**src/rapc_map.svh**
```systemverilog
// Purpose: offsets, field positions and reset values of the rch power bank
// Assumes: byte-wide registers at their printed offsets
// Notes: definitions only
`ifndef RAPC_MAP_SVH
`define RAPC_MAP_SVH
`define RAPC_OFF_OVR 8'h27
`define RAPC_OFF_LINE 8'h28
`define RAPC_OFF_AUX 8'h29
`define RAPC_OFF_PUMP 8'h2A
`define RAPC_OFF_HALT 8'h2B
`define RAPC_RST_OVR 8'h00
`define RAPC_RST_LINE 8'h00
`define RAPC_RST_AUX 8'h00
`define RAPC_RST_PUMP 8'h01
`define RAPC_RST_HALT 8'h10
`define RAPC_BIT_GAIN 7
`define RAPC_BIT_MUTE 6
`define RAPC_BIT_DMUTE 5
`define RAPC_BIT_DAC 4
`define RAPC_BIT_OFFCAL 3
`define RAPC_BIT_SHORT 2
`define RAPC_BIT_IMPS 1
`define RAPC_BIT_IMPW 0
`define RAPC_BIT_LDRV 3
`define RAPC_BIT_LBIAS 2
`define RAPC_BIT_CMFB 1
`define RAPC_BIT_OSTG 0
`define RAPC_BIT_PSEL_EN 4
`define RAPC_BIT_PSEL_CC 0
`define RAPC_BIT_HPWR 4
`define RAPC_BIT_HQUAD 1
`define RAPC_BIT_HDIS 0
`endif

```
**src/rapc_pkg.sv**
```systemverilog
// Purpose: shared types of the rch power bank
// Assumes: nothing
// Notes: register index enumeration
package rapc_pkg;
  typedef logic [7:0] rapc_byte_t;
  typedef enum logic [2:0] {
    RAPC_R_OVR = 3'h0,
    RAPC_R_LINE = 3'h1,
    RAPC_R_AUX = 3'h2,
    RAPC_R_PUMP = 3'h3,
    RAPC_R_HALT = 3'h4,
    RAPC_R_NONE = 3'h7
  } rapc_reg_t;
endpackage : rapc_pkg

```
**src/rapc_regs.sv**
```systemverilog
// Purpose: rch analog power override, pump mode and halt detector bank
// Assumes: single MCLK domain, plain strobe register port
// Notes: reads answer the cycle after the strobe, unmapped reads give 0
// Notes on behaviour
// - Override bit 7 at 0x27 hands gain power to software, reset 0
// - Override bit 6 hands the analog mute control to software
// - Override bit 5 hands the dummy mute control to software
// - Override bit 3 hands offset calibration power to software
// - Override bit 2 hands short protection power to software
// - Override bit 1 hands impedance sense power to software
// - Override bit 0 hands whole-down impedance sense power over
// - Bit 4 at 0x28 requests current DAC power, 1 up, reset 0
// - Bit 3 at 0x28 requests line driver power, 1 up
// - Bit 2 at 0x28 requests line bias power, 1 up
// - Bit 1 at 0x28 requests common-mode feedback power, 1 up
// - Bit 0 at 0x28 requests output stage power, 1 up
// - Bit 7 at 0x29 requests gain control power, 1 up, reset 0
// - Bits 6 and 5 at 0x29 request mute and dummy mute power
// - Bits 3 and 2 at 0x29 request offset cal and short protection
// - Bits 1 and 0 at 0x29 request impedance sense, normal and whole
// - Bit 4 at 0x2A enables register pump mode select, reset 0
// - Bit 0 at 0x2A selects constant current pump mode, reset 1
// - Bit 4 at 0x2B powers the halt detector, reset 1
// - Bit 1 at 0x2B selects four-times detector current, reset 0
// - Bit 0 at 0x2B disables detector, output then forced to one
`timescale 1ns/1ps
`include "rapc_map.svh"
module rapc_regs (
  input wire logic MCLK,
  input wire logic RST_N,
  input wire rapc_pkg::rapc_byte_t ADDR,
  input wire rapc_pkg::rapc_byte_t WDATA,
  input wire logic WR,
  input wire logic RD,
  output rapc_pkg::rapc_byte_t RDATA,
  input wire logic [6:0] SEQ_OVR_PWR,
  input wire logic [4:0] SEQ_LINE_PWR,
  input wire logic PUMP_SEQ_CC,
  input wire logic HALT_DET_RAW,
  output logic [6:0] OVR_PWR,
  output logic [4:0] LINE_PWR,
  output logic PUMP_CONST_CURRENT,
  output logic HALT_DET_POWER,
  output logic HALT_DET_QUAD,
  output logic HALT_DET_OUT
);
  import rapc_pkg::*;

  logic rst_n;
  rapc_byte_t rch_power_override;
  rapc_byte_t rch_line_power_state;
  rapc_byte_t rch_aux_power_state;
  rapc_byte_t charge_pump_mode;
  rapc_byte_t clock_halt_detector_ctrl;
  rapc_reg_t wsel;
  rapc_reg_t rsel;
  logic [6:0] ovr_vec;
  logic [6:0] aux_req;
  logic [4:0] line_req;
  logic halt_raw_s1;
  logic halt_raw_s2;

  // Offset decode, shared by the write and read paths
  function automatic rapc_reg_t decode(input rapc_byte_t a);
    case (a)
      `RAPC_OFF_OVR: decode = RAPC_R_OVR;
      `RAPC_OFF_LINE: decode = RAPC_R_LINE;
      `RAPC_OFF_AUX: decode = RAPC_R_AUX;
      `RAPC_OFF_PUMP: decode = RAPC_R_PUMP;
      `RAPC_OFF_HALT: decode = RAPC_R_HALT;
      default: decode = RAPC_R_NONE;
    endcase
  endfunction : decode

  rapc_sync u_sync (
    .clk(MCLK),
    .rst_in_n(RST_N),
    .rst_out_n(rst_n)
  );

  assign wsel = decode(ADDR);
  assign rsel = decode(ADDR);

  // Override register; all eight bits stored, bit 4 reserved
  always_ff @(posedge MCLK or negedge rst_n) begin
    if (!rst_n) begin
      rch_power_override <= `RAPC_RST_OVR;
    end else if (WR && wsel == RAPC_R_OVR) begin
      rch_power_override <= WDATA;
    end
  end

  // Line-driver state register, reserved top bits kept
  always_ff @(posedge MCLK or negedge rst_n) begin
    if (!rst_n) begin
      rch_line_power_state <= `RAPC_RST_LINE;
    end else if (WR && wsel == RAPC_R_LINE) begin
      rch_line_power_state <= WDATA;
    end
  end

  // Auxiliary state register
  always_ff @(posedge MCLK or negedge rst_n) begin
    if (!rst_n) begin
      rch_aux_power_state <= `RAPC_RST_AUX;
    end else if (WR && wsel == RAPC_R_AUX) begin
      rch_aux_power_state <= WDATA;
    end
  end

  // Pump mode register, constant current bit set out of reset but select disabled, so sequencer drives the mode
  always_ff @(posedge MCLK or negedge rst_n) begin
    if (!rst_n) begin
      charge_pump_mode <= `RAPC_RST_PUMP;
    end else if (WR && wsel == RAPC_R_PUMP) begin
      charge_pump_mode <= WDATA;
    end
  end

  // Halt detector register, powered but enabled out of reset
  always_ff @(posedge MCLK or negedge rst_n) begin
    if (!rst_n) begin
      clock_halt_detector_ctrl <= `RAPC_RST_HALT;
    end else if (WR && wsel == RAPC_R_HALT) begin
      clock_halt_detector_ctrl <= WDATA;
    end
  end

  // Read data only in the cycle after the strobe; zero otherwise
  always_ff @(posedge MCLK or negedge rst_n) begin
    if (!rst_n) begin
      RDATA <= 8'h00;
    end else if (RD) begin
      unique case (rsel)
        RAPC_R_OVR: RDATA <= rch_power_override;
        RAPC_R_LINE: RDATA <= rch_line_power_state;
        RAPC_R_AUX: RDATA <= rch_aux_power_state;
        RAPC_R_PUMP: RDATA <= charge_pump_mode;
        RAPC_R_HALT: RDATA <= clock_halt_detector_ctrl;
        RAPC_R_NONE: RDATA <= 8'h00;
      endcase
    end else begin
      RDATA <= 8'h00;
    end
  end

  // Gather override and request bits in a fixed sub-block order
  assign ovr_vec = {rch_power_override[`RAPC_BIT_GAIN],
                    rch_power_override[`RAPC_BIT_MUTE],
                    rch_power_override[`RAPC_BIT_DMUTE],
                    rch_power_override[`RAPC_BIT_OFFCAL],
                    rch_power_override[`RAPC_BIT_SHORT],
                    rch_power_override[`RAPC_BIT_IMPS],
                    rch_power_override[`RAPC_BIT_IMPW]};
  assign aux_req = {rch_aux_power_state[`RAPC_BIT_GAIN],
                    rch_aux_power_state[`RAPC_BIT_MUTE],
                    rch_aux_power_state[`RAPC_BIT_DMUTE],
                    rch_aux_power_state[`RAPC_BIT_OFFCAL],
                    rch_aux_power_state[`RAPC_BIT_SHORT],
                    rch_aux_power_state[`RAPC_BIT_IMPS],
                    rch_aux_power_state[`RAPC_BIT_IMPW]};
  assign line_req = {rch_line_power_state[`RAPC_BIT_DAC],
                     rch_line_power_state[`RAPC_BIT_LDRV],
                     rch_line_power_state[`RAPC_BIT_LBIAS],
                     rch_line_power_state[`RAPC_BIT_CMFB],
                     rch_line_power_state[`RAPC_BIT_OSTG]};

  // Per sub-block selector between sequencer and register request
  genvar gi;
  generate
    for (gi = 0; gi < 7; gi++) begin : g_aux
      rapc_mux u_mux (
        .ovr(ovr_vec[gi]),
        .req(aux_req[gi]),
        .seq(SEQ_OVR_PWR[gi]),
        .pwr(OVR_PWR[gi])
      );
    end
  endgenerate

  // Line blocks have their overrides elsewhere; requests pass through
  assign LINE_PWR = line_req;

  // Register mode select wins only while enabled
  assign PUMP_CONST_CURRENT =
    charge_pump_mode[`RAPC_BIT_PSEL_EN] ?
    charge_pump_mode[`RAPC_BIT_PSEL_CC] : PUMP_SEQ_CC;

  assign HALT_DET_POWER = clock_halt_detector_ctrl[`RAPC_BIT_HPWR];
  assign HALT_DET_QUAD = clock_halt_detector_ctrl[`RAPC_BIT_HQUAD];

  // Detector output comes from another domain, so sync it first
  always_ff @(posedge MCLK or negedge rst_n) begin
    if (!rst_n) begin
      halt_raw_s1 <= 1'b1;
      halt_raw_s2 <= 1'b1;
    end else begin
      halt_raw_s1 <= HALT_DET_RAW;
      halt_raw_s2 <= halt_raw_s1;
    end
  end

  // Disabled detector reads as a one regardless of its raw state
  assign HALT_DET_OUT =
    clock_halt_detector_ctrl[`RAPC_BIT_HDIS] | halt_raw_s2;

  a_ovr_reset: assert property (@(posedge MCLK) $rose(rst_n) |->
    rch_power_override == 8'h00 && rch_aux_power_state == 8'h00)
    else $error("override bank not zero after reset");
  a_ovr_mute: assert property (@(posedge MCLK) disable iff (!rst_n)
    rch_power_override[6] |-> OVR_PWR[5] == rch_aux_power_state[6])
    else $error("mute override does not follow request");
  a_ovr_dmute: assert property (@(posedge MCLK) disable iff (!rst_n)
    !rch_power_override[5] |-> OVR_PWR[4] == SEQ_OVR_PWR[4])
    else $error("dummy mute not on sequencer");
  a_ovr_gain: assert property (@(posedge MCLK) disable iff (!rst_n)
    rch_power_override[7] |-> OVR_PWR[6] == rch_aux_power_state[7])
    else $error("gain override does not follow request");
  a_ovr_write: assert property (@(posedge MCLK) disable iff (!rst_n)
    WR && ADDR == 8'h27 |=> rch_power_override == $past(WDATA))
    else $error("override write lost");
  a_line_write: assert property (@(posedge MCLK) disable iff (!rst_n)
    WR && ADDR == 8'h28 |=> LINE_PWR == $past(WDATA[4:0]))
    else $error("line request not driven");
  a_pump_sel: assert property (@(posedge MCLK) disable iff (!rst_n)
    charge_pump_mode[4] |-> PUMP_CONST_CURRENT == charge_pump_mode[0])
    else $error("pump mode select ignored");
  a_pump_reset: assert property (@(posedge MCLK) $rose(rst_n) |->
    charge_pump_mode == 8'h01 && clock_halt_detector_ctrl == 8'h10)
    else $error("pump or detector reset value wrong");
  a_halt_pwr: assert property (@(posedge MCLK) disable iff (!rst_n)
    WR && ADDR == 8'h2B |=> HALT_DET_POWER == $past(WDATA[4]) &&
    HALT_DET_QUAD == $past(WDATA[1]))
    else $error("detector power or current wrong");
  a_halt_dis: assert property (@(posedge MCLK) disable iff (!rst_n)
    clock_halt_detector_ctrl[0] |-> HALT_DET_OUT)
    else $error("disabled detector output not one");
  a_read_back: assert property (@(posedge MCLK) disable iff (!rst_n)
    RD && ADDR == 8'h29 ##1 !WR [*2] |-> ##0
    $past(RDATA) == rch_aux_power_state)
    else $error("aux read back wrong");

  c_ovr_on: cover property (@(posedge MCLK) disable iff (!rst_n)
    $rose(rch_power_override[7]));
  c_pump_reg: cover property (@(posedge MCLK) disable iff (!rst_n)
    $rose(charge_pump_mode[4]));
  c_halt_off: cover property (@(posedge MCLK) disable iff (!rst_n)
    $rose(clock_halt_detector_ctrl[0]));
endmodule : rapc_regs

```
**src/rapc_sync.sv**
```systemverilog
// Purpose: reset release synchroniser
// Assumes: asynchronous active-low reset in
// Notes: output deasserts two edges after release
`timescale 1ns/1ps
module rapc_sync (
  input wire logic clk,
  input wire logic rst_in_n,
  output logic rst_out_n
);
  logic stage1;

  // Two flops keep release metastability off the bank
  always_ff @(posedge clk or negedge rst_in_n) begin
    if (!rst_in_n) begin
      stage1 <= 1'b0;
      rst_out_n <= 1'b0;
    end else begin
      stage1 <= 1'b1;
      rst_out_n <= stage1;
    end
  end
endmodule : rapc_sync

```
**src/rapc_mux.sv**
```systemverilog
// Purpose: one power control chosen between sequencer and register
// Assumes: all inputs on MCLK
// Notes: generic per sub-block selector
`timescale 1ns/1ps
module rapc_mux (
  input wire logic ovr,
  input wire logic req,
  input wire logic seq,
  output logic pwr
);
  // Override hands the power line to the register bit
  assign pwr = ovr ? req : seq;
endmodule : rapc_mux

```
**config.mk**
```make
export PLATFORM = sky130hd
export DESIGN_NAME = rapc_regs
export DESIGN_NICKNAME = d
export VERILOG_FILES = /design/src/rapc_pkg.sv /design/src/rapc_regs.sv /design/src/rapc_sync.sv /design/src/rapc_mux.sv
export VERILOG_INCLUDE_DIRS = /design/src
export SDC_FILE = /design/constraint.sdc
export NUM_CORES = 1
export LEC_CHECK = 0
export BUFFER_PORTS_ARGS = -buffer_cell sky130_fd_sc_hd__clkbuf_2
export CORE_ASPECT_RATIO = 0.75
export CORE_MARGIN = 2
export CORE_UTILIZATION = 34
export CTS_BUF_LIST = sky130_fd_sc_hd__clkbuf_4
export DETAILED_ROUTE_END_ITERATION = 10
export GPL_TIMING_DRIVEN = 0
export SYNTH_ARGS = -nofsm -noshare
export SYNTH_HDL_FRONTEND = slang
export SYNTH_SLANG_ARGS = --single-unit
export TNS_END_PERCENT = 30
```
**constraint.sdc**
```tcl
create_clock -name MCLK -period 4.4 [get_ports MCLK]
set_input_delay 0.22 -clock MCLK [delete_from_list [all_inputs] [get_ports MCLK]]
set_output_delay 0.22 -clock MCLK [all_outputs]
set_load 0.02 [all_outputs]
```
==> results of run 1 <==
==> registers in the layout, summed over array words and instances (netlist names), 8 cells and up <==
name                      flops
rch_power_override            8
clock_halt_detector_ctrl      8
rch_aux_power_state           8
charge_pump_mode              8
rch_line_power_state          8
RDATA                         8
==> area by class of cell <==
class                      instances  area share [%]
sequential                        52            44.4
multi-input combinational        103            35.3
timing repair buffer              53            9.86
buffer                            20            4.50
tap                               98            4.16
clock buffer                       6            1.53
clock inverter                     2           0.255
==> power breakdown <==
part / switching [mW] / leakage, nW / internal [mW]
Clock: 0.147 / 0.0307 / 0.0658
Combinational: 0.0506 / 0.811 / 0.0537
Sequential: 0.0163 / 0.700 / 0.499
Total: 0.213 / 1.54 / 0.618
==> worst max path at each step <==
stage / endpoint / depth (start not counted)
after CTS: rch_line_power_state[7] / 5
after floorplan: charge_pump_mode[1] / 5
after global routing: rch_line_power_state[7] / 5
after detailed placement: rch_line_power_state[5] / 5
after global placement: rch_line_power_state[3] / 5
final: rch_line_power_state[7] / 5
==> metal layers <==
| metal | track usage (%) | vias to the layer above | part of all wire [%] |
|---|---|---|---|
| li1 | - | 773 | - |
| met1 | 21.7 | 831 | 50 |
| met2 | 20.9 | 43 | 44 |
| met3 | 3.24 | 5 | 4.9 |
| met4 | 3.60 | 0 | 0.75 |
| met5 | 0 | - | 0 |
==> synth_stat cells (3+ instances only) <==
cell | n | share of area (%)
dfrtp_1 | 48 | 48
mux2_2 | 48 | 22
a21oi_1 | 8 | 1.6
o22ai_1 | 8 | 2.0
o211a_1 | 8 | 3.2
a2bb2oi_1 | 8 | 2.8
mux2i_1 | 8 | 3.2
buf_4 | 13 | 3.9
dfstp_2 | 4 | 4.2
clkbuf_1 | 3 | 0.45
==> worst max-delay path, stage by stage <==
cell	delay, ps
clkbuf_2	100
nor4b_4	360
nand3b_2	310
nor4b_4	780
mux2_2	410
==> cell families after synthesis <==
kind of cell           after synthesis
buffers and inverters               20
DFF                                 52
muxes                               56
and+or+nand+nor                     14
AOI/OAI and AO/OA                   32
other                                1
==> results.md, run 1 <==
- Area delta synth->final: 18.8%
- Final Cycle Share: 43.7%
- Final WL: roughly 5500 um
- Hold Path Origin: WDATA[1]
- # IOs: 58
- Endpoint, Worst Hold: rch_line_power_state[1]
- Pre-CTS worst setup slack: roughly 2100 ps
- All-Layer GR Usage: about 14%
- TritonRoute pass-1 iters: 4
- Register clock-pin slew on the reported worst setup and hold paths: between 100 and 150 ps
- FF-to-FF Start: charge_pump_mode[0]
- Core area: slightly below 7000 um^2
- Min-delay worst type: in2reg
- YS warnings: 0
- Final instance area: roughly 2900 um^2
- VDD IR-drop max: 148 uV
- Largest family of logic cells by synthesized area: multiplexers
- Post CTS Setup Buffer Count: 0
- Area of the multi-input gates: about 1000 um^2
- Max_cap viols: 0
- Die Wd: 103 um
- Max Slew Vio Count: 0
- Maximum clock path buffer count: 2
- Total number of vias: about 1,700
- Grt ovf: 0
- Share of cells above drive strength 1: 55.9%
- Drt drc: 0
- Nets: between 200 and 300
- Most frequent cells in the layout: 50 x clkbuf_2, 48 x mux2_2, 47 x dfrtp_1
- Detailed placement HPWL: 3730 um
- Placed Cells: roughly 320
- Final worst clock skew: around 10 ps
- Min Hold Slack: about 130 ps
- H-Tree Depth: 2
- First-pass GRT wire length: between 8000 and 9000 um
- Via/cell ratio: approximately 5
- Leak pwr: 1.54 nW
- Worst-Margin Slew: ~780 ps
- Synth Area per Inst: 14.2 um^2
- CTS tree: done
- Syn_nets: approximately 210
- Number of CTS-inserted buffers: 5
- Hold Path Depth: 2
- Crit Path Max Fanout: 9
- Synthesized instance count: between 150 and 200
- RR Endpoint: RDATA[0]
- Site Rows: 26
- Adder-Cell Fraction of Synth Area: 0%
- Placer Congestion: between 0.6 and 0.7
- Fin crit period: between 1500 and 2000 ps
- Nature of the critical path startpoint: input pin
- Port Buffers: 50
- Post-placement cell area: 2870 um^2
- Initial Utilization: between 30% and 40%
- Finished Layout Cells: between 300 and 400
- Xor and xnor area share after synthesis: 0%
- CP arrival: approximately 2200 ps
- CP Capture Type: flop
- Seq/Total Area, Yosys: a little over half
- RSZ-0062 raised after global routing: no
- Setup CP Type: in2reg
- Num Clock Sinks: 52
- FF+latch area: ~1300 um^2
- Synth Area in Compound Gates: 9.69%
- Commonest register cell after synthesis: dfrtp_1
- Number of flops mapped to enable cells by yosys: 0
- Pwr Total: 832 uW
- WL/cell: between 15 and 20 um
- Unique masters post-synth: 25
- Most common cell after layout, fill and taps aside: clkbuf_2
- R2r worst-path depth: 4
- CP Launch Point: ADDR[7]
- Final Setup Violations: 0
- FF-to-FF setup slack: about 3200 ps
- Initial antenna violation count: 0
- Starting DRT DRC Count: 61
- Fmax: approximately 520 MHz
- Synth Area in Simple Gates: 7.07%
- Post-DRT Antenna Nets: 0
- Pwr/cell area: 282 nW/um^2
- Latest clock arrival within the worst-skew pair: roughly 370 ps
- Resized Gates After CTS: 0
- # hold bufs at CTS: 2
- Die ar.: ~8000 um^2
- Share of flip-flops with an asynchronous set or reset: 100%
- Number of global-route vias before repair: about 1,600
- Largest net degree at the start of global routing: 34
- Required time of the critical path: 4670 ps
- Filler cells: ~670
- Status: completed
- Clock Tree Root: clkbuf_4
- Endpoints failing hold: 0
- Post-layout util: roughly 43%
- Antenna diode count: 0
- Slack of the critical path: between 2000 and 2500 ps
- Max-slew headroom: between 40% and 50%
- Post-synthesis register bit count: 52
- Netlist Area Pre-Place: between 2000 and 2500 um^2
- Post-synthesis mux area share: between 20% and 30%
- Die Height: approximately 78 um
- Setup TNS: 0 ps
No activity file was read; power rests on OpenSTA's default activity.
==> run 2, diff against run 1 <==
==> constraint.sdc (replaced) <==
create_clock -name MCLK -period 1.7 [get_ports MCLK]
set_input_delay 0.085 -clock MCLK [delete_from_list [all_inputs] [get_ports MCLK]]
set_output_delay 0.085 -clock MCLK [all_outputs]
set_load 0.02 [all_outputs]
==> results.md, run 2 (synthesized netlist as in run 1, its figures left out) <==
- Status: completed
- Antenna diode count: 0
- Maximum clock path buffer count: 2
- Starting DRT DRC Count: 70
- Register clock-pin slew on the reported worst setup and hold paths: about 150 ps
- Min-delay worst type: in2reg
- Num Clock Sinks: 52
- Pre-CTS worst setup slack: -462 ps
- All-Layer GR Usage: 14.5%
- CP arrival: approximately 1800 ps
- Max_cap viols: 0
- Slack of the critical path: approximately 160 ps
- Latest clock arrival within the worst-skew pair: around 360 ps
- Clock Tree Root: clkbuf_4
- Crit Path Max Fanout: 9
- CP Capture Type: flop
- Max-slew headroom: about three fifths
- TritonRoute pass-1 iters: 4
- Number of global-route vias before repair: around 1,700
- Final Setup Violations: 0
- WL/cell: 16.0 um
- Initial Utilization: a little over a third
- Final WL: between 5000 and 6000 um
- VDD IR-drop max: between 300 and 400 uV
- Fmax: 650 MHz
- Placer Congestion: 0.697
- Fin crit period: about 1500 ps
- Port Buffers: 50
- Number of CTS-inserted buffers: 5
- Die ar.: 8000 um^2
- Endpoints failing hold: 0
- Area delta synth->final: 21.9%
- Die Height: between 70 and 80 um
- Max Slew Vio Count: 0
- Most common cell after layout, fill and taps aside: clkbuf_2
- H-Tree Depth: 2
- Setup CP Type: in2reg
- Largest net degree at the start of global routing: 34
- Initial antenna violation count: 0
- Leak pwr: roughly 1.6 nW
- Pwr/cell area: around 710 nW/um^2
- RSZ-0062 raised after global routing: no
- Cell breakdown of the critical path: clkbuf_2 -> or4b_1 -> buf_6 -> nor3b_4 -> nand4b_4 -> mux2_2
- Min Hold Slack: roughly 26 ps
- Grt ovf: 0
- Via/cell ratio: a little under 5
- Nets: 277
- Worst stage delay on the critical path: between 500 and 600 ps
- Most frequent cells in the layout: 50 x clkbuf_2, 48 x mux2_2, 47 x dfrtp_1
- Core area: slightly below 7000 um^2
- # IOs: 58
- Post-DRT Antenna Nets: 0
- Critical-path top delay cell: or4b_1
- Worst-Margin Slew: a little over 600 ps
- Die Wd: 103 um
- Final worst clock skew: ~11 ps
- First-pass GRT wire length: 8670 um
- Total number of vias: ~1,700
- CTS tree: done
- Finished Layout Cells: 342
- Share of cells above drive strength 1: between 50% and 60%
- Placed Cells: between 300 and 400
- Required time of the critical path: slightly below 2000 ps
- Detailed placement HPWL: roughly 3700 um
- Post-layout util: a little over two fifths
- Setup TNS: 0 ps
- Nature of the critical path startpoint: input pin
- Final Cycle Share: between 90% and 100%
- Drt drc: 0
- Site Rows: 26
run 2: changes by cell type in the layout (fill, tap and decap cells not counted), sizes merged:
cell / before / now
buf: 18 / 20
dlygate4sd3: 2 / 8
run 2: final timing paths:
kind,start,endpoint,slack (ps),depth (start not counted)
max in group asynchronous,u_sync.rst_out_n,clock_halt_detector_ctrl[4],890,1
min reg2reg,u_sync.rst_out_n,rch_line_power_state[5],220,0
min,WDATA[7],clock_halt_detector_ctrl[7],30,2
max reg2reg,charge_pump_mode[0],RDATA[0],550,4
max,ADDR[7],charge_pump_mode[2],160,6
min in group asynchronous,u_sync.rst_out_n,rch_line_power_state[5],220,0
run 2: power by group:
| part | total [mW] | internal [mW] | leakage (nW) | switching, mW |
|---|---|---|---|---|
| sequential | 1.33 | 1.29 | 0.700 | 0.0415 |
| combinational | 0.281 | 0.148 | 0.847 | 0.133 |
| clock | 0.538 | 0.170 | 0.0307 | 0.368 |
| total | 2.15 | 1.61 | 1.58 | 0.543 |
run 2: metrics by stage:
step	instance area [um^2]	total power, mW
floorplan	2480	1.52
global placement	2850	1.61
detailed placement	2870	1.63
CTS	3000	2.19
global route	3020	2.28
finish	3020	2.15
run 2: worst max-delay path: cells and delay by family:
family	cells	cell delay, ps
simple gates	3	1090
mux	1	340
buf+inv	2	270
run 2: final cells by class:
| cell class | count | area, um^2 |
|---|---|---|
| Tap cell | 98 | 123 |
| Clock inverter | 2 | 7.51 |
| Sequential cell | 52 | 1310 |
| Buffer | 20 | 133 |
| Clock buffer | 6 | 45.0 |
| Fill cell | 670 | 3910 |
| Multi-Input combinational cell | 103 | 1040 |
| Timing Repair Buffer | 61 | 365 |
run 2: what timing repair did:
| action | 4_1_cts | 5_1_grt |
|---|---|---|
| buffers inserted | 2 | 0 |
| resized for setup | 0 | 0 |
| hold endpoints to repair | 16 | 6 |
| endpoints found under the setup margin | 8 | 0 |
| hold buffers | 6 | 2 |
run 2: routing by layer:
metal	wire length, um	share of wire (%)	vias up	track usage [%]
met5	0	0	-	0
met3	242	4.4	5	3.24
met1	2710	50	847	21.7
li1	-	-	790	-
met4	41	0.75	0	3.60
met2	2460	45	39	21.2
